--- src/pkg/wdtr_pkg.sv ---
// package for the watchdog timer with reset: offsets, fields, resets, timing
package wdtr_pkg;
  // register byte offsets
  localparam logic [11:0] wdtr_off_ctrl = 12'h000;
  localparam logic [11:0] wdtr_off_cfg = 12'h004;
  localparam logic [11:0] wdtr_off_irq_stat = 12'h008;
  localparam logic [11:0] wdtr_off_irq_mask = 12'h00c;
  localparam logic [11:0] wdtr_off_unlock = 12'h010;
  localparam logic [11:0] wdtr_off_count = 12'h014;
  // control/status field positions
  localparam int wdtr_bit_restart = 0;
  localparam int wdtr_bit_rst_en = 1;
  localparam int wdtr_bit_cause = 2;
  localparam int wdtr_bit_timeout = 3;
  // config field positions
  localparam int wdtr_bit_sel_lo = 0;
  localparam int wdtr_bit_sel_hi = 1;
  localparam int wdtr_bit_run = 2;
  localparam int wdtr_bit_gie = 3;
  localparam int wdtr_bit_wdie = 4;
  // irq status bits
  localparam int wdtr_irq_timeout = 0;
  localparam int wdtr_irq_wdreset = 1;
  // unlock keys, written in this order
  localparam logic [7:0] wdtr_key1 = 8'haa;
  localparam logic [7:0] wdtr_key2 = 8'h55;
  // timing
  localparam int wdtr_cnt_w = 26;
  localparam int wdtr_grace_clks = 512;
  localparam int wdtr_mcycle_clks = 4;
  localparam int wdtr_rst_mcycles = 2;
  localparam int wdtr_rst_clks = wdtr_mcycle_clks * wdtr_rst_mcycles;
  localparam int wdtr_unlock_window = 3;
  localparam logic [31:0] wdtr_int_sel0 = 32'h0002_0000;
  localparam logic [31:0] wdtr_int_sel1 = 32'h0010_0000;
  localparam logic [31:0] wdtr_int_sel2 = 32'h0080_0000;
  localparam logic [31:0] wdtr_int_sel3 = 32'h0400_0000;
  // reset values
  localparam logic [1:0] wdtr_rst_sel = 2'h0;
  localparam logic [1:0] wdtr_rst_mask = 2'h0;

  typedef enum logic [2:0] {
    wdtr_st_count = 3'b001,
    wdtr_st_grace = 3'b010,
    wdtr_st_reset = 3'b100
  } wdtr_state_e;

  typedef struct packed {
    wdtr_state_e st;
    logic [wdtr_cnt_w-1:0] cnt;
    logic [9:0] grace;
    logic [3:0] rst_cnt;
    logic [1:0] sel;
    logic run;
    logic gie;
    logic wdie;
    logic rst_en;
    logic tmo_flag;
    logic cause_flag;
    logic restart;
    logic [1:0] irq_stat;
    logic [1:0] irq_mask;
    logic [1:0] unlock_st;
    logic [1:0] unlock_tmr;
    logic [31:0] rdata;
    logic por_done;
  } wdtr_regs_s;
endpackage : wdtr_pkg

--- src/rtl/wdtr_top.sv ---
// watchdog timer with reset generation behind an apb slave
// Summary of operation
// - restart bit clears count, self clears
// - counter advances every clock while running, except during system reset
// - select picks 2^17/2^20/2^23/2^26 clocks
// - each elapsed interval sets time-out flag
// - no restart 512 clocks after: reset
// - reset lasts two machine cycles, cause set
// - without reset or irq, plain interval timer
// - irq needs flag, enable and global enable
// - time-out flag cleared by zero or reset
// - cause flag sticky, power-fail reset clears
// - reset disabled never touches cause flag
// - reset enable off keeps counter running
// - power reset disables, watchdog reset restarts
// - protected writes need timed unlock
// - power-on clears enable and cause; pin keeps
`timescale 1ns/1ps
module wdtr_top (
  input wire logic pclk,
  input wire logic presetn,
  input wire logic pin_reset_n,
  input wire logic irq_other_ok,
  input wire logic psel,
  input wire logic penable,
  input wire logic pwrite,
  input wire logic [11:0] paddr,
  input wire logic [31:0] pwdata,
  input wire logic [3:0] pstrb,
  output logic [31:0] prdata,
  output logic pready,
  output logic pslverr,
  output logic wd_irq,
  output logic irq,
  output logic wd_sys_reset
);
  wdtr_pkg::wdtr_regs_s s_reg;
  wdtr_pkg::wdtr_regs_s s_next;
  logic pin_meta_reg;
  logic pin_sync_reg;
  logic pin_sync_d_reg;

  // pin reset enters from outside: three flops before use
  always_ff @(posedge pclk or negedge presetn) begin
    if (!presetn) begin
      pin_meta_reg <= 1'b1;
      pin_sync_reg <= 1'b1;
      pin_sync_d_reg <= 1'b1;
    end else begin
      pin_meta_reg <= pin_reset_n;
      pin_sync_reg <= pin_meta_reg;
      pin_sync_d_reg <= pin_sync_reg;
    end
  end

  function automatic logic addr_hit(input logic [11:0] a, input logic [11:0] off);
    addr_hit = (a == off);
  endfunction : addr_hit

  function automatic logic [31:0] interval_len(input logic [1:0] sel);
    unique case (sel)
      2'h0: interval_len = wdtr_pkg::wdtr_int_sel0;
      2'h1: interval_len = wdtr_pkg::wdtr_int_sel1;
      2'h2: interval_len = wdtr_pkg::wdtr_int_sel2;
      2'h3: interval_len = wdtr_pkg::wdtr_int_sel3;
    endcase
  endfunction : interval_len

  logic wr;
  logic rd;
  logic unlocked;
  logic pin_rst;
  logic tmo_evt;
  logic [31:0] cnt_ext;
  logic [31:0] len;
  logic [wdtr_pkg::wdtr_cnt_w-1:0] lenm1;

  assign wr = psel && penable && pwrite;
  assign rd = psel && penable && !pwrite;
  assign unlocked = (s_reg.unlock_st == 2'h2);
  assign pin_rst = !pin_sync_d_reg;
  assign len = interval_len(s_reg.sel);
  assign lenm1 = len[wdtr_pkg::wdtr_cnt_w-1:0] - 26'h1;
  assign cnt_ext = {6'h0, s_reg.cnt};
  assign tmo_evt = s_reg.run && (s_reg.st != wdtr_pkg::wdtr_st_reset)
                   && (s_reg.cnt == lenm1);

  always_comb begin
    s_next = s_reg;
    s_next.restart = 1'b0;
    // timed access: key1 then key2, then one protected write in a short window
    if (s_reg.unlock_tmr != 2'h0) begin
      s_next.unlock_tmr = s_reg.unlock_tmr - 2'h1;
    end else begin
      s_next.unlock_st = 2'h0;
    end
    if (s_reg.run && s_reg.st != wdtr_pkg::wdtr_st_reset) begin
      s_next.cnt = s_reg.cnt + 26'h1;
    end
    unique case (s_reg.st)
      wdtr_pkg::wdtr_st_count: begin
        if (tmo_evt) begin
          s_next.cnt = '0;
          s_next.tmo_flag = 1'b1;
          s_next.irq_stat[wdtr_pkg::wdtr_irq_timeout] = 1'b1;
          s_next.grace = '0;
          if (s_reg.rst_en) begin
            s_next.st = wdtr_pkg::wdtr_st_grace;
          end
        end
      end
      wdtr_pkg::wdtr_st_grace: begin
        s_next.grace = s_reg.grace + 10'h1;
        if (!s_reg.rst_en) begin
          s_next.st = wdtr_pkg::wdtr_st_count;
        end else if (s_reg.grace == 10'(wdtr_pkg::wdtr_grace_clks - 1)) begin
          s_next.st = wdtr_pkg::wdtr_st_reset;
          s_next.rst_cnt = '0;
          s_next.cause_flag = 1'b1;
          s_next.irq_stat[wdtr_pkg::wdtr_irq_wdreset] = 1'b1;
        end
      end
      wdtr_pkg::wdtr_st_reset: begin
        s_next.rst_cnt = s_reg.rst_cnt + 4'h1;
        if (s_reg.rst_cnt == 4'(wdtr_pkg::wdtr_rst_clks - 1)) begin
          s_next.st = wdtr_pkg::wdtr_st_count;
          s_next.cnt = '0;
          s_next.tmo_flag = 1'b0;
        end
      end
    endcase
    if (wr) begin
      if (addr_hit(paddr, wdtr_pkg::wdtr_off_unlock) && pstrb[0]) begin
        if (pwdata[7:0] == wdtr_pkg::wdtr_key1) begin
          s_next.unlock_st = 2'h1;
          s_next.unlock_tmr = 2'(wdtr_pkg::wdtr_unlock_window);
        end else if (pwdata[7:0] == wdtr_pkg::wdtr_key2 && s_reg.unlock_st == 2'h1) begin
          s_next.unlock_st = 2'h2;
          s_next.unlock_tmr = 2'(wdtr_pkg::wdtr_unlock_window);
        end else begin
          s_next.unlock_st = 2'h0;
        end
      end
      if (addr_hit(paddr, wdtr_pkg::wdtr_off_ctrl) && pstrb[0]) begin
        if (unlocked) begin
          s_next.unlock_st = 2'h0;
          s_next.rst_en = pwdata[wdtr_pkg::wdtr_bit_rst_en];
          if (!pwdata[wdtr_pkg::wdtr_bit_timeout] && !tmo_evt) begin
            s_next.tmo_flag = 1'b0;
          end
          if (pwdata[wdtr_pkg::wdtr_bit_restart] && s_reg.st != wdtr_pkg::wdtr_st_reset) begin
            s_next.restart = 1'b1;
            s_next.cnt = '0;
            s_next.st = wdtr_pkg::wdtr_st_count;
          end
        end
        // cause flag is unprotected; a new watchdog reset wins over the clear
        if (!pwdata[wdtr_pkg::wdtr_bit_cause] && s_next.st != wdtr_pkg::wdtr_st_reset) begin
          s_next.cause_flag = 1'b0;
        end
      end
      if (addr_hit(paddr, wdtr_pkg::wdtr_off_cfg) && pstrb[0]) begin
        s_next.sel = {pwdata[wdtr_pkg::wdtr_bit_sel_hi], pwdata[wdtr_pkg::wdtr_bit_sel_lo]};
        s_next.run = pwdata[wdtr_pkg::wdtr_bit_run];
        s_next.gie = pwdata[wdtr_pkg::wdtr_bit_gie];
        s_next.wdie = pwdata[wdtr_pkg::wdtr_bit_wdie];
      end
      if (addr_hit(paddr, wdtr_pkg::wdtr_off_irq_stat) && pstrb[0]) begin
        // write one to clear, a same-cycle event keeps its bit only if that bit was clear before
        s_next.irq_stat = s_next.irq_stat & ~(pwdata[1:0] & ~(s_next.irq_stat & ~s_reg.irq_stat));
      end
      if (addr_hit(paddr, wdtr_pkg::wdtr_off_irq_mask) && pstrb[0]) begin
        s_next.irq_mask = pwdata[1:0];
      end
    end
    if (pin_rst) begin
      // pin reset: counter restarts, flag cleared, enable and cause kept
      s_next.st = wdtr_pkg::wdtr_st_count;
      s_next.cnt = '0;
      s_next.tmo_flag = 1'b0;
    end
    s_next.rdata = 32'h0;
    if (rd) begin
      if (addr_hit(paddr, wdtr_pkg::wdtr_off_ctrl)) begin
        s_next.rdata = {28'h0, s_reg.tmo_flag, s_reg.cause_flag, s_reg.rst_en, s_reg.restart};
      end else if (addr_hit(paddr, wdtr_pkg::wdtr_off_cfg)) begin
        s_next.rdata = {27'h0, s_reg.wdie, s_reg.gie, s_reg.run, s_reg.sel};
      end else if (addr_hit(paddr, wdtr_pkg::wdtr_off_irq_stat)) begin
        s_next.rdata = {30'h0, s_reg.irq_stat};
      end else if (addr_hit(paddr, wdtr_pkg::wdtr_off_irq_mask)) begin
        s_next.rdata = {30'h0, s_reg.irq_mask};
      end else if (addr_hit(paddr, wdtr_pkg::wdtr_off_count)) begin
        s_next.rdata = cnt_ext;
      end
    end
  end

  // power reset disables watchdog and clears enable and cause
  always_ff @(posedge pclk or negedge presetn) begin
    if (!presetn) begin
      s_reg <= '{st: wdtr_pkg::wdtr_st_count, sel: wdtr_pkg::wdtr_rst_sel,
                 irq_mask: wdtr_pkg::wdtr_rst_mask, default: '0};
    end else begin
      s_reg <= s_next;
    end
  end

  logic unmapped;
  assign unmapped = !(addr_hit(paddr, wdtr_pkg::wdtr_off_ctrl) || addr_hit(paddr, wdtr_pkg::wdtr_off_cfg)
                   || addr_hit(paddr, wdtr_pkg::wdtr_off_irq_stat) || addr_hit(paddr, wdtr_pkg::wdtr_off_irq_mask)
                   || addr_hit(paddr, wdtr_pkg::wdtr_off_unlock) || addr_hit(paddr, wdtr_pkg::wdtr_off_count));
  assign pready = 1'b1;
  assign pslverr = psel && penable && unmapped;
  // read data is not registered: it goes out combinationally from the access cycle value
  assign prdata = rd ? s_next.rdata : 32'h0;
  assign wd_irq = s_reg.tmo_flag && s_reg.wdie && s_reg.gie && irq_other_ok;
  assign irq = |(s_reg.irq_stat & s_reg.irq_mask);
  assign wd_sys_reset = (s_reg.st == wdtr_pkg::wdtr_st_reset);
endmodule : wdtr_top

--- config.mk ---
export PLATFORM = sky130hd
export DESIGN_NAME = wdtr_top
export DESIGN_NICKNAME = d
export VERILOG_FILES = /design/src/pkg/wdtr_pkg.sv /design/src/rtl/wdtr_top.sv
export SDC_FILE = /design/constraint.sdc
export NUM_CORES = 1
export LEC_CHECK = 0
export BUFFER_PORTS_ARGS = -buffer_cell sky130_fd_sc_hd__clkbuf_2
export CORE_MARGIN = 2
export CORE_UTILIZATION = 41
export CTS_BUF_LIST = sky130_fd_sc_hd__clkbuf_4
export DETAILED_ROUTE_END_ITERATION = 10
export GPL_ROUTABILITY_DRIVEN = 0
export PLACE_DENSITY = 0.65
export SETUP_SLACK_MARGIN = 0.02
export SKIP_CTS_REPAIR_TIMING = 1
export SLEW_MARGIN = 10
export SYNTH_ARGS = -nofsm -noshare
export SYNTH_HDL_FRONTEND = slang
export SYNTH_SLANG_ARGS = --single-unit
--- constraint.sdc ---
create_clock -name pclk -period 3.85 [get_ports pclk]
set_input_delay 0.77 -clock pclk [delete_from_list [all_inputs] [get_ports pclk]]
set_output_delay 0.77 -clock pclk [all_outputs]
set_load 0.005 [all_outputs]
==> run_summary.xml, run 1 <==
<?xml version="1.0" encoding="UTF-8"?>
<metrics>
  <group name="power">
    <metric name="combPwrFrac" unit="%">4.4</metric>
    <metric name="power.density_cell_area" unit="nW/um^2">297</metric>
    <metric name="power_switching" unit="mW">0.283</metric>
    <metric name="clock_power_share" unit="%">41.6</metric>
    <metric name="switching_share" unit="%">23.0</metric>
    <metric name="max-vdd-ir-drop" unit="mV">0.224</metric>
    <metric name="power_report.internal_total" unit="mW">0.949</metric>
    <metric name="p_seq_share" unit="%">54.0</metric>
    <metric name="leakagePower" unit="nW">1.82</metric>
  </group>
  <group name="logic_synthesis">
    <metric name="netlist_area" unit="um^2">3670</metric>
    <metric name="flop_and_latch_count_out_of_synthesis" unit="">63</metric>
    <metric name="yosys.area_share.simple" unit="%">30.6</metric>
    <metric name="synthesis.area_per_instance" unit="um^2">9.17</metric>
    <metric name="yosys_warnings" unit="">0</metric>
    <metric name="synth_top_family_by_area" unit="">simple AND/OR/NAND/NOR gates</metric>
    <metric name="synth-xor-area-share" unit="%">6.21</metric>
    <metric name="synth-edff-count" unit="">0</metric>
    <metric name="synth_cells" unit="">400</metric>
    <metric name="synth.mux.area_fraction" unit="%">3.82</metric>
    <metric name="synth-async-reset-ratio" unit="%">100</metric>
    <metric name="synth-compound-area-share" unit="%">10.3</metric>
    <metric name="ys_types" unit="">56</metric>
    <metric name="synth_fa_ha_area_share" unit="%">1.02</metric>
    <metric name="ys_seq_area_share" unit="%">43.1</metric>
    <metric name="predominant_post_synthesis_flop_cell" unit="">sky130_fd_sc_hd__dfrtp_1</metric>
  </group>
  <group name="cells_and_area">
    <metric name="mostFrequentLayoutCell" unit="">sky130_fd_sc_hd__nor2_1</metric>
    <metric name="area_growth_syn_to_layout" unit="%">13.1</metric>
    <metric name="final_util" unit="%">47.8</metric>
    <metric name="final_layout_size_suffix_gt1_share" unit="%">22.2</metric>
    <metric name="leading_cell_types_in_the_layout_fill_and_taps_excluded" unit="">sky130_fd_sc_hd__nor2_1 (62), sky130_fd_sc_hd__dfrtp_1 (59), sky130_fd_sc_hd__clkbuf_2 (57)</metric>
    <metric name="antennaDiodeCount" unit="">0</metric>
    <metric name="largest_register_ffs" unit="">34</metric>
    <metric name="final_nets" unit="">512</metric>
    <metric name="layout.cell_area.non_filler" unit="um^2">4150</metric>
    <metric name="final_cell_count_no_fill" unit="">567</metric>
  </group>
  <group name="routing">
    <metric name="routedWlPerCell" unit="um">14.4</metric>
    <metric name="detail_route.drc_violations" unit="">0</metric>
    <metric name="total_number_of_vias" unit="">3033</metric>
    <metric name="first_pass_iters" unit="">5</metric>
    <metric name="detailed_router_s_first_iteration_violation_count" unit="">130</metric>
    <metric name="drt_wl_total" unit="mm">8.16</metric>
    <metric name="routed_via_density" unit="">5.35</metric>
    <metric name="antenna_violating_nets_post_route" unit="">0</metric>
  </group>
  <group name="timing">
    <metric name="slew_violations" unit="">0</metric>
    <metric name="timing.final.crit_share" unit="%">85.6</metric>
    <metric name="final_report_setup_violation_count" unit="">0</metric>
    <metric name="fin_worst_skew" unit="ns">0.0227</metric>
    <metric name="total_negative_slack" unit="ns">0</metric>
    <metric name="hold_violations" unit="">0</metric>
    <metric name="slew_headroom" unit="%">46.9</metric>
    <metric name="max_clock_freq" unit="GHz">0.304</metric>
    <metric name="min_clock_period_post_route" unit="ns">3.29</metric>
    <metric name="setup_repair_after_global_routing_missed_its_margin" unit="">no</metric>
    <metric name="worst_slack" unit="ns">0.555</metric>
    <metric name="worst_pin_slew" unit="ns">0.796</metric>
  </group>
  <group name="global_route">
    <metric name="grtUsageTotal" unit="%">17.7</metric>
    <metric name="grt-ovfl-total" unit="">0</metric>
    <metric name="pin_count_of_the_biggest_net_entering_global_routing" unit="">64</metric>
    <metric name="grt_antenna_before_repair" unit="">0</metric>
    <metric name="wire_length_of_the_first_global_routing_pass" unit="mm">14.0</metric>
    <metric name="grt_pass1_vias" unit="">2938</metric>
  </group>
  <group name="cts">
    <metric name="cts_tree" unit="">yes</metric>
    <metric name="numCtsBuffers" unit="">9</metric>
    <metric name="cts.clk_slew.worst_paths" unit="ns">0.10</metric>
    <metric name="deepest_clock_path_buffer_count" unit="">2</metric>
    <metric name="clk-insertion-delay-late" unit="ns">0.41</metric>
    <metric name="cts_sinks" unit="">63</metric>
    <metric name="buffer_type_at_the_clock_tree_root" unit="">sky130_fd_sc_hd__clkbuf_4</metric>
    <metric name="cts_max_level" unit="">3</metric>
  </group>
  <group name="floorplanning">
    <metric name="horizontal_die_dimension" unit="um">98.6</metric>
    <metric name="initial_core_utilization" unit="%">42.3</metric>
    <metric name="design.die.area" unit="um^2">9720</metric>
    <metric name="placeableCoreArea" unit="um^2">8680</metric>
    <metric name="placementRows" unit="">34</metric>
    <metric name="ioPinCount" unit="">92</metric>
    <metric name="fp.dieH" unit="um">98.6</metric>
  </group>
  <group name="critical_path">
    <metric name="timing.reg2reg.setup_slack" unit="ns">1.43</metric>
    <metric name="critical_path.max_fanout" unit="">19</metric>
    <metric name="crit_path_start_kind" unit="">input pin</metric>
    <metric name="endpoint_kind" unit="">output port</metric>
    <metric name="worstSetupPathType" unit="">input pin to output port</metric>
    <metric name="timing.critical_path.arrival" unit="ns">2.52</metric>
    <metric name="worst_ep_required_time" unit="ns">3.08</metric>
  </group>
  <group name="job">
    <metric name="max_cap_viol_count" unit="">0</metric>
  </group>
  <group name="placement">
    <metric name="placedCellCount" unit="">551</metric>
    <metric name="place.port_buffers" unit="">57</metric>
    <metric name="pre_cts_ws" unit="ns">0.510</metric>
    <metric name="detailedPlacementHpwl" unit="mm">5.83</metric>
    <metric name="dpl-instance-area" unit="um^2">3990</metric>
  </group>
  <group name="outcome">
    <metric name="outcome" unit="">complete, no violations</metric>
  </group>
  <group name="hold_path">
    <metric name="min_path_type" unit="">flop to flop</metric>
  </group>
</metrics>
## synth_stat cells (all sizes together), types with 4 or more instances
library cell / n / area (um^2)
buf: 17 / 121
nand2: 33 / 129
clkbuf: 5 / 18.8
mux2i: 5 / 50.1
a21oi: 13 / 65.1
nor3: 6 / 52.6
dfrtp: 59 / 1480
xor2: 14 / 123
inv: 8 / 30.0
a31oi: 8 / 50.1
o31ai: 5 / 37.5
and3: 5 / 31.3
dfstp: 4 / 105
and2: 22 / 138
o21ai: 10 / 50.1
and4: 6 / 52.6
xnor2: 12 / 105
nand4: 13 / 81.3
nor4: 8 / 62.6
mux2: 8 / 90.1
nor2: 62 / 233
nand3: 29 / 150
## through the flow
step	total power, mW	hold WS (ns)
final	1.23	0.361
after CTS	1.25	0.363
after global routing	1.28	0.369
after floorplan	0.703	0.345
after detailed placement	0.734	0.348
after global placement	0.732	0.347
## kinds of logic (layout without fill, tap and decap cells)
kind of cell / after synthesis / in the layout
and+or+nand+nor: 208 / 208
buffers and inverters: 30 / 84
DFF: 63 / 63
xor gates and xnor gates: 26 / 26
AOI/OAI and AO/OA: 55 / 55
muxes: 13 / 13
adders and majority gates: 3 / 3
other: 2 / 7
## power groups by stage
stage | Clock [mW] | Sequential (mW) | Combinational, mW
floorplan | 0 | 0.678 | 0.0253
global placement | 0 | 0.678 | 0.0546
detailed placement | 0 | 0.678 | 0.0558
CTS | 0.529 | 0.665 | 0.0558
global route | 0.556 | 0.666 | 0.0615
finish | 0.513 | 0.665 | 0.0545
## path summary, 6_finish.rpt
| path | startpoint | endpoint | cells past startpoint |
|---|---|---|---|
| worst max-delay path | paddr[7] | prdata[9] | 7 |
| worst max register to register | s_reg[90]$_DFF_PN1_ | cnt_ext[7]$_DFF_PN0_ | 7 |
| max in group asynchronous | presetn | s_reg[56]$_DFFE_PN0P_ | 2 |
| min in group asynchronous | presetn | cnt_ext[20]$_DFF_PN0_ | 2 |
| worst min register to register | pin_sync_reg$_DFF_PN1_ | pin_sync_d_reg$_DFF_PN1_ | 0 |
| worst min-delay path | pin_sync_reg$_DFF_PN1_ | pin_sync_d_reg$_DFF_PN1_ | 0 |
## critical path, cell delays in order
cell,delay (ns)
sky130_fd_sc_hd__clkbuf_2,0.08
sky130_fd_sc_hd__nor4_2,0.29
sky130_fd_sc_hd__nand3_2,0.18
sky130_fd_sc_hd__or3_4,0.45
sky130_fd_sc_hd__nor3_4,0.44
sky130_fd_sc_hd__and2_1,0.20
sky130_fd_sc_hd__clkbuf_2,0.11
## layout make-up
type | count | area (um^2)
Fill cell | 861 | 4530
Multi-Input combinational cell | 312 | 1930
Sequential cell | 63 | 1580
Timing Repair Buffer | 60 | 308
Tap cell | 108 | 135
Clock inverter | 6 | 85.1
Clock buffer | 10 | 75.1
Inverter | 8 | 30.0
## metal layers
layer	up-vias	global-route usage (%)	wire (um)	part of all wire [%]
met5	-	0	0	0
met3	11	4.18	269	3.3
met1	1457	24.1	3840	47
li1	1514	-	-	-
met2	51	28.2	3950	48
met4	0	5.58	97	1.2
(Power assumes the default switching activity.)
==> run 2, diff against run 1 <==
==> constraint.sdc (replaced) <==
create_clock -name pclk -period 3.8 [get_ports pclk]
set_input_delay 0.76 -clock pclk [delete_from_list [all_inputs] [get_ports pclk]]
set_output_delay 0.76 -clock pclk [all_outputs]
set_load 0.005 [all_outputs]
==> run 2 against run 1 <==
Compared with the run above: via count rose by 1.9%; cell area rose by 0.45%; sequential share of layout area fell by 0.17 points; core utilization rose by 0.22 points; hold slack barely moved; flip-flop and latch count did not move; combinational power rose by 3%; worst setup slack got worse by 0.11 ns; clock skew fell by 0.010 ns; critical endpoint is now prdata[25]; count of clock-buffer cells in the layout fell by 1; routed wire length rose by 3.0%; non-clock buffer count did not move.
==> run_summary.xml, run 2 (synthesized netlist as in run 1, its figures left out) <==
<?xml version="1.0" encoding="UTF-8"?>
<metrics>
  <group name="outcome">
    <metric name="outcome" unit="">complete, no violations</metric>
  </group>
  <group name="placement">
    <metric name="detailedPlacementHpwl" unit="mm">6.11</metric>
    <metric name="place.port_buffers" unit="">57</metric>
  </group>
  <group name="global_route">
    <metric name="grt_pass1_vias" unit="">3014</metric>
    <metric name="globalRoute.busiestLayer" unit="">met2</metric>
    <metric name="grtUsageTotal" unit="%">18.1</metric>
    <metric name="grt-ovfl-total" unit="">0</metric>
    <metric name="groute.layer.met2.usage" unit="%">29.0</metric>
    <metric name="wire_length_of_the_first_global_routing_pass" unit="mm">14.3</metric>
    <metric name="fraction_of_met3_tracks_used_by_global_routing" unit="%">4.18</metric>
    <metric name="grt_use_met1" unit="%">24.6</metric>
    <metric name="grt_antenna_before_repair" unit="">0</metric>
    <metric name="pin_count_of_the_biggest_net_entering_global_routing" unit="">37</metric>
  </group>
  <group name="critical_path">
    <metric name="crit_chain" unit="">clkbuf_2 -&gt; nor4_2 -&gt; nand3_2 -&gt; or3_4 -&gt; nor3_4 -&gt; and2_1 -&gt; clkbuf_2</metric>
    <metric name="worst_ep_required_time" unit="ns">3.04</metric>
    <metric name="critical_path.max_fanout" unit="">19</metric>
    <metric name="crit_buf_inv" unit="">2</metric>
    <metric name="worstSetupPathType" unit="">input pin to output port</metric>
    <metric name="endpoint_kind" unit="">output port</metric>
    <metric name="critical-path-top-delay-family" unit="">simple AND/OR/NAND/NOR gates</metric>
    <metric name="slowest_stage" unit="">sky130_fd_sc_hd__or3_4</metric>
    <metric name="timing.critical_path.arrival" unit="ns">2.59</metric>
    <metric name="worst_path_most_repeated_cell" unit="">sky130_fd_sc_hd__clkbuf_2</metric>
    <metric name="timing.reg2reg.setup_slack" unit="ns">1.39</metric>
    <metric name="crit_path_start_kind" unit="">input pin</metric>
    <metric name="critical-path-max-stage-delay" unit="ns">0.46</metric>
  </group>
  <group name="cts">
    <metric name="cts.clk_slew.worst_paths" unit="ns">0.11</metric>
    <metric name="cts_max_level" unit="">3</metric>
    <metric name="clk-insertion-delay-late" unit="ns">0.42</metric>
    <metric name="cts_sinks" unit="">63</metric>
    <metric name="cts_tree" unit="">yes</metric>
    <metric name="buffer_type_at_the_clock_tree_root" unit="">sky130_fd_sc_hd__clkbuf_4</metric>
    <metric name="numCtsBuffers" unit="">9</metric>
    <metric name="deepest_clock_path_buffer_count" unit="">2</metric>
  </group>
  <group name="cells_and_area">
    <metric name="seqCellArea" unit="um^2">1580</metric>
    <metric name="final_nets" unit="">512</metric>
    <metric name="multi_input_comb_area" unit="um^2">1930</metric>
    <metric name="final_util" unit="%">48.0</metric>
    <metric name="mostFrequentLayoutCell" unit="">sky130_fd_sc_hd__nor2_1</metric>
    <metric name="final_layout_size_suffix_gt1_share" unit="%">21.8</metric>
    <metric name="area_growth_syn_to_layout" unit="%">13.6</metric>
    <metric name="antennaDiodeCount" unit="">0</metric>
    <metric name="n_fill_cell" unit="">842</metric>
    <metric name="largest_register_ffs" unit="">34</metric>
    <metric name="leading_cell_types_in_the_layout_fill_and_taps_excluded" unit="">sky130_fd_sc_hd__nor2_1 (62), sky130_fd_sc_hd__dfrtp_1 (59), sky130_fd_sc_hd__clkbuf_2 (57)</metric>
  </group>
  <group name="routing">
    <metric name="routed_via_density" unit="">5.45</metric>
    <metric name="drt_wl_total" unit="mm">8.41</metric>
    <metric name="total_number_of_vias" unit="">3092</metric>
    <metric name="routedWlPerCell" unit="um">14.8</metric>
    <metric name="first_pass_iters" unit="">4</metric>
    <metric name="detail_route.drc_violations" unit="">0</metric>
    <metric name="detailed_router_s_first_iteration_violation_count" unit="">141</metric>
    <metric name="antenna_violating_nets_post_route" unit="">0</metric>
  </group>
  <group name="floorplanning">
    <metric name="placementRows" unit="">34</metric>
    <metric name="design.die.area" unit="um^2">9720</metric>
    <metric name="fp.dieH" unit="um">98.6</metric>
    <metric name="horizontal_die_dimension" unit="um">98.6</metric>
    <metric name="placeableCoreArea" unit="um^2">8680</metric>
    <metric name="ioPinCount" unit="">92</metric>
    <metric name="initial_core_utilization" unit="%">42.3</metric>
  </group>
  <group name="power">
    <metric name="power.density_cell_area" unit="nW/um^2">315</metric>
    <metric name="max-vdd-ir-drop" unit="mV">0.198</metric>
    <metric name="leakagePower" unit="nW">1.84</metric>
  </group>
  <group name="timing">
    <metric name="slew_violations" unit="">0</metric>
    <metric name="final_report_setup_violation_count" unit="">0</metric>
    <metric name="fin_worst_skew" unit="ns">0.0124</metric>
    <metric name="worst_pin_slew" unit="ns">0.709</metric>
    <metric name="total_negative_slack" unit="ns">0</metric>
    <metric name="timing.final.crit_share" unit="%">88.2</metric>
    <metric name="max_clock_freq" unit="GHz">0.298</metric>
    <metric name="min_clock_period_post_route" unit="ns">3.35</metric>
    <metric name="slew_headroom" unit="%">52.7</metric>
    <metric name="hold_violations" unit="">0</metric>
    <metric name="setup_repair_after_global_routing_missed_its_margin" unit="">no</metric>
  </group>
  <group name="hold_path">
    <metric name="min_path_type" unit="">input pin to async pin</metric>
  </group>
  <group name="job">
    <metric name="max_cap_viol_count" unit="">0</metric>
  </group>
</metrics>
-- run 2: changes by cell type in the layout (fill, tap and decap cells not counted) --
cell | previous run | this run
sky130_fd_sc_hd__clkinv_2 | 2 | 1
sky130_fd_sc_hd__clkbuf_4 | 10 | 9
sky130_fd_sc_hd__clkinv_4 | 0 | 1
sky130_fd_sc_hd__clkinvlp_4 | 2 | 0
sky130_fd_sc_hd__clkinv_1 | 0 | 2
sky130_fd_sc_hd__bufinv_16 | 2 | 3
-- run 2: final cells by class --
cell class,instances,area share (%)
Clock inverter,7,2.67
Sequential cell,63,37.9
Tap cell,108,3.24
Inverter,8,0.721
Clock buffer,9,1.62
Multi-Input combinational cell,312,46.4
Timing Repair Buffer,60,7.39
-- run 2: per-layer routing --
| metal | part of all wire (%) | routed length, um |
|---|---|---|
| met5 | 0 | 0 |
| met4 | 1.1 | 91 |
| met3 | 3.7 | 309 |
| met2 | 48 | 4080 |
| met1 | 47 | 3930 |
-- run 2: final timing paths --
| kind | depth (start not counted) | from | end |
|---|---|---|---|
| worst max register to register | 7 | s_reg[90]$_DFF_PN1_ | cnt_ext[11]$_DFF_PN0_ |
| max in group asynchronous | 2 | presetn | pin_sync_d_reg$_DFF_PN1_ |
| worst min-delay path | 1 | presetn | cnt_ext[23]$_DFF_PN0_ |
| min in group pclk | 0 | pin_sync_reg$_DFF_PN1_ | pin_sync_d_reg$_DFF_PN1_ |
| worst max-delay path | 7 | paddr[7] | prdata[25] |
| worst min register to register | 0 | pin_sync_reg$_DFF_PN1_ | pin_sync_d_reg$_DFF_PN1_ |
-- run 2: where the power goes --
group          internal [mW]  leakage, nW  total [mW]  switching (mW)
combinational         0.0169        0.884      0.0561          0.0393
sequential             0.673        0.856       0.674        0.000746
clock                  0.329       0.0950       0.583           0.255
total                   1.02         1.84        1.31           0.295
-- run 2: through the flow --
step | setup WS, ns | cell area (um^2) | cells | hold WS [ns] | power, mW
4_1_cts | 0.425 | 4170 | 567 | 0.364 | 1.34
3_5_place_dp | 0.424 | 3990 | 551 | 0.348 | 0.744
5_1_grt | 0.297 | 4170 | 567 | 0.370 | 1.37
2_1_floorplan | 0.899 | 3690 | 405 | 0.345 | 0.712
6_report | 0.449 | 4170 | 567 | 0.361 | 1.31
3_3_place_gp | 0.474 | 3990 | 551 | 0.346 | 0.742
==> run 3, diff against run 2 <==
--- a/config.mk
+++ b/config.mk
@@ -5,10 +5,12 @@
 export SDC_FILE = /design/constraint.sdc
 export NUM_CORES = 1
 export LEC_CHECK = 0
-export BUFFER_PORTS_ARGS = -buffer_cell sky130_fd_sc_hd__clkbuf_2
+export BUFFER_PORTS_ARGS = -buffer_cell sky130_fd_sc_hd__buf_2
+export CAP_MARGIN = 25
 export CORE_MARGIN = 2
 export CORE_UTILIZATION = 41
 export CTS_BUF_LIST = sky130_fd_sc_hd__clkbuf_4
+export CTS_CLUSTER_DIAMETER = 100
 export DETAILED_ROUTE_END_ITERATION = 10
 export GPL_ROUTABILITY_DRIVEN = 0
 export PLACE_DENSITY = 0.65
==> run 3 against run 2 <==
Compared with the run above: die area did not move; clock skew fell by 0.0017 ns; final cell count rose by 0.18%; maximum frequency rose by 0.12%; count of clock-buffer cells in the layout did not move; flip-flop and latch count did not move; clock power fell by 19%; via count fell by 1.5%; highest routed layer unchanged; sequential share of layout area rose by 0.17 points.
==> run_summary.xml, run 3 (synthesized netlist as in run 1, its figures left out) <==
<?xml version="1.0" encoding="UTF-8"?>
<metrics>
  <group name="cells_and_area">
    <metric name="final_layout_size_suffix_gt1_share" unit="%">22.4</metric>
    <metric name="leading_cell_types_in_the_layout_fill_and_taps_excluded" unit="">sky130_fd_sc_hd__nor2_1 (62), sky130_fd_sc_hd__dfrtp_1 (59), sky130_fd_sc_hd__buf_2 (57)</metric>
    <metric name="layout.cell_area.non_filler" unit="um^2">4150</metric>
    <metric name="largest_register_ffs" unit="">34</metric>
    <metric name="area_growth_syn_to_layout" unit="%">13.1</metric>
    <metric name="mostFrequentLayoutCell" unit="">sky130_fd_sc_hd__nor2_1</metric>
    <metric name="final_cell_count_no_fill" unit="">568</metric>
    <metric name="final_nets" unit="">513</metric>
    <metric name="antennaDiodeCount" unit="">0</metric>
    <metric name="n_fill_cell" unit="">850</metric>
  </group>
  <group name="timing">
    <metric name="hold_violations" unit="">0</metric>
    <metric name="fin_worst_skew" unit="ns">0.0107</metric>
    <metric name="final_report_setup_violation_count" unit="">0</metric>
    <metric name="slew_headroom" unit="%">57.9</metric>
    <metric name="worst_pin_slew" unit="ns">0.626</metric>
    <metric name="timing.final.crit_share" unit="%">88.1</metric>
    <metric name="total_negative_slack" unit="ns">0</metric>
    <metric name="worst_slack" unit="ns">0.453</metric>
    <metric name="setup_repair_after_global_routing_missed_its_margin" unit="">no</metric>
    <metric name="max_clock_freq" unit="GHz">0.299</metric>
    <metric name="slew_violations" unit="">0</metric>
    <metric name="min_clock_period_post_route" unit="ns">3.35</metric>
  </group>
  <group name="cts">
    <metric name="cts_tree" unit="">yes</metric>
    <metric name="cts_sinks" unit="">63</metric>
    <metric name="deepest_clock_path_buffer_count" unit="">2</metric>
    <metric name="numCtsBuffers" unit="">9</metric>
    <metric name="buffer_type_at_the_clock_tree_root" unit="">sky130_fd_sc_hd__clkbuf_4</metric>
    <metric name="cts_max_level" unit="">3</metric>
    <metric name="cts.clk_slew.worst_paths" unit="ns">0.12</metric>
    <metric name="clk-insertion-delay-late" unit="ns">0.42</metric>
  </group>
  <group name="power">
    <metric name="leakagePower" unit="nW">1.84</metric>
    <metric name="max-vdd-ir-drop" unit="mV">0.180</metric>
    <metric name="clock_power_share" unit="%">39.1</metric>
    <metric name="p_seq_share" unit="%">56.1</metric>
    <metric name="switching_share" unit="%">25.7</metric>
    <metric name="combPwrFrac" unit="%">4.8</metric>
    <metric name="power.density_cell_area" unit="nW/um^2">290</metric>
    <metric name="power_switching" unit="mW">0.308</metric>
    <metric name="power_report.internal_total" unit="mW">0.893</metric>
    <metric name="power" unit="mW">1.20</metric>
  </group>
  <group name="hold_path">
    <metric name="min_path_type" unit="">input pin to async pin</metric>
  </group>
  <group name="floorplanning">
    <metric name="design.die.area" unit="um^2">9720</metric>
    <metric name="initial_core_utilization" unit="%">42.3</metric>
    <metric name="placeableCoreArea" unit="um^2">8680</metric>
    <metric name="ioPinCount" unit="">92</metric>
    <metric name="placementRows" unit="">34</metric>
    <metric name="horizontal_die_dimension" unit="um">98.6</metric>
    <metric name="fp.dieH" unit="um">98.6</metric>
  </group>
  <group name="critical_path">
    <metric name="worst_ep_required_time" unit="ns">3.04</metric>
    <metric name="endpoint_kind" unit="">output port</metric>
    <metric name="slowest_stage" unit="">sky130_fd_sc_hd__nor3_4</metric>
    <metric name="critical-path-top-delay-family" unit="">simple AND/OR/NAND/NOR gates</metric>
    <metric name="crit_chain" unit="">buf_2 -&gt; nor4_2 -&gt; nand3_2 -&gt; or3_4 -&gt; nor3_4 -&gt; and2_1 -&gt; buf_2</metric>
    <metric name="worst_path_most_repeated_cell" unit="">sky130_fd_sc_hd__buf_2</metric>
    <metric name="crit_buf_inv" unit="">2</metric>
    <metric name="timing.critical_path.arrival" unit="ns">2.59</metric>
    <metric name="critical-path-max-stage-delay" unit="ns">0.46</metric>
    <metric name="critical_path.max_fanout" unit="">19</metric>
    <metric name="crit_path_start_kind" unit="">input pin</metric>
    <metric name="worstSetupPathType" unit="">input pin to output port</metric>
  </group>
  <group name="routing">
    <metric name="total_number_of_vias" unit="">3045</metric>
    <metric name="routed_via_density" unit="">5.36</metric>
    <metric name="detail_route.drc_violations" unit="">0</metric>
    <metric name="routedWlPerCell" unit="um">14.5</metric>
    <metric name="drt_wl_total" unit="mm">8.22</metric>
    <metric name="antenna_violating_nets_post_route" unit="">0</metric>
    <metric name="first_pass_iters" unit="">4</metric>
    <metric name="detailed_router_s_first_iteration_violation_count" unit="">99</metric>
  </group>
  <group name="placement">
    <metric name="placedCellCount" unit="">552</metric>
    <metric name="place.port_buffers" unit="">57</metric>
    <metric name="detailedPlacementHpwl" unit="mm">6.11</metric>
    <metric name="dpl-instance-area" unit="um^2">4010</metric>
    <metric name="pre_cts_ws" unit="ns">0.409</metric>
  </group>
  <group name="outcome">
    <metric name="outcome" unit="">complete, no violations</metric>
  </group>
  <group name="global_route">
    <metric name="wire_length_of_the_first_global_routing_pass" unit="mm">14.3</metric>
    <metric name="pin_count_of_the_biggest_net_entering_global_routing" unit="">27</metric>
    <metric name="grtUsageTotal" unit="%">18.1</metric>
    <metric name="grt_antenna_before_repair" unit="">0</metric>
    <metric name="grt-ovfl-total" unit="">0</metric>
    <metric name="grt_pass1_vias" unit="">2958</metric>
  </group>
  <group name="job">
    <metric name="max_cap_viol_count" unit="">0</metric>
  </group>
</metrics>
-- run 3: cell count changes in the layout (fill, tap and decap cells not counted), moves of 2 or more --
cell	previous run	this run
sky130_fd_sc_hd__buf_2	0	57
sky130_fd_sc_hd__clkbuf_2	57	0
sky130_fd_sc_hd__bufinv_16	3	1
sky130_fd_sc_hd__clkinv_1	2	0
sky130_fd_sc_hd__clkinvlp_4	0	2
-- run 3: cell type report --
class | instances | area [um^2] | area share [%]
clock buffer | 9 | 67.6 | 1.63
clock inverter | 7 | 72.6 | 1.75
inverter | 8 | 30.0 | 0.724
multi-input combinational | 312 | 1930 | 46.6
sequential | 63 | 1580 | 38.1
tap | 108 | 135 | 3.26
timing repair buffer | 61 | 328 | 7.90
-- run 3: worst register-to-register path, stage by stage, from the launching register on --
cell and delay (ns):
sky130_fd_sc_hd__dfstp_2 0.60, sky130_fd_sc_hd__or3b_1 0.12, sky130_fd_sc_hd__buf_4 0.21, sky130_fd_sc_hd__nand2_2 0.12, sky130_fd_sc_hd__nor4bb_2 0.50, sky130_fd_sc_hd__nand3_1 0.19
sky130_fd_sc_hd__nand2_2 0.39, sky130_fd_sc_hd__nor2_1 0.12
-- run 3: worst paths after layout --
path / startpoint / end / slack (ns) / cells past startpoint
max: paddr[7] / prdata[25] / 0.45 / 7
min: presetn / cnt_ext[22]$_DFF_PN0_ / 0.30 / 1
max reg2reg: s_reg[90]$_DFF_PN1_ / cnt_ext[17]$_DFF_PN0_ / 1.44 / 7
min reg2reg: pin_meta_reg$_DFF_PN1_ / pin_sync_reg$_DFF_PN1_ / 0.36 / 0
max in group asynchronous: presetn / pin_sync_d_reg$_DFF_PN1_ / 2.80 / 2
min in group pclk: pin_meta_reg$_DFF_PN1_ / pin_sync_reg$_DFF_PN1_ / 0.36 / 0
-- run 3: per-layer routing --
| layer | wire length, um | track usage (%) |
|---|---|---|
| met5 | 0 | 0 |
| met2 | 3830 | 29.2 |
| met1 | 3960 | 24.6 |
| met3 | 296 | 3.69 |
| met4 | 134 | 5.69 |
-- run 3: metrics by stage --
stage          util [%]  hold WS [ns]
3_3_place_gp       46.0         0.346
5_1_grt            47.8         0.326
6_report           47.8         0.302
2_1_floorplan         -         0.345
4_1_cts            47.8         0.314
3_5_place_dp       46.2         0.348
-- run 3: power groups by stage --
stage,clock network (mW),registers (mW),logic [mW]
after global placement,0,0.687,0.0555
final,0.470,0.674,0.0578
after floorplan,0,0.687,0.0256
after CTS,0.478,0.674,0.0592
after detailed placement,0,0.687,0.0591
after global routing,0.508,0.674,0.0656
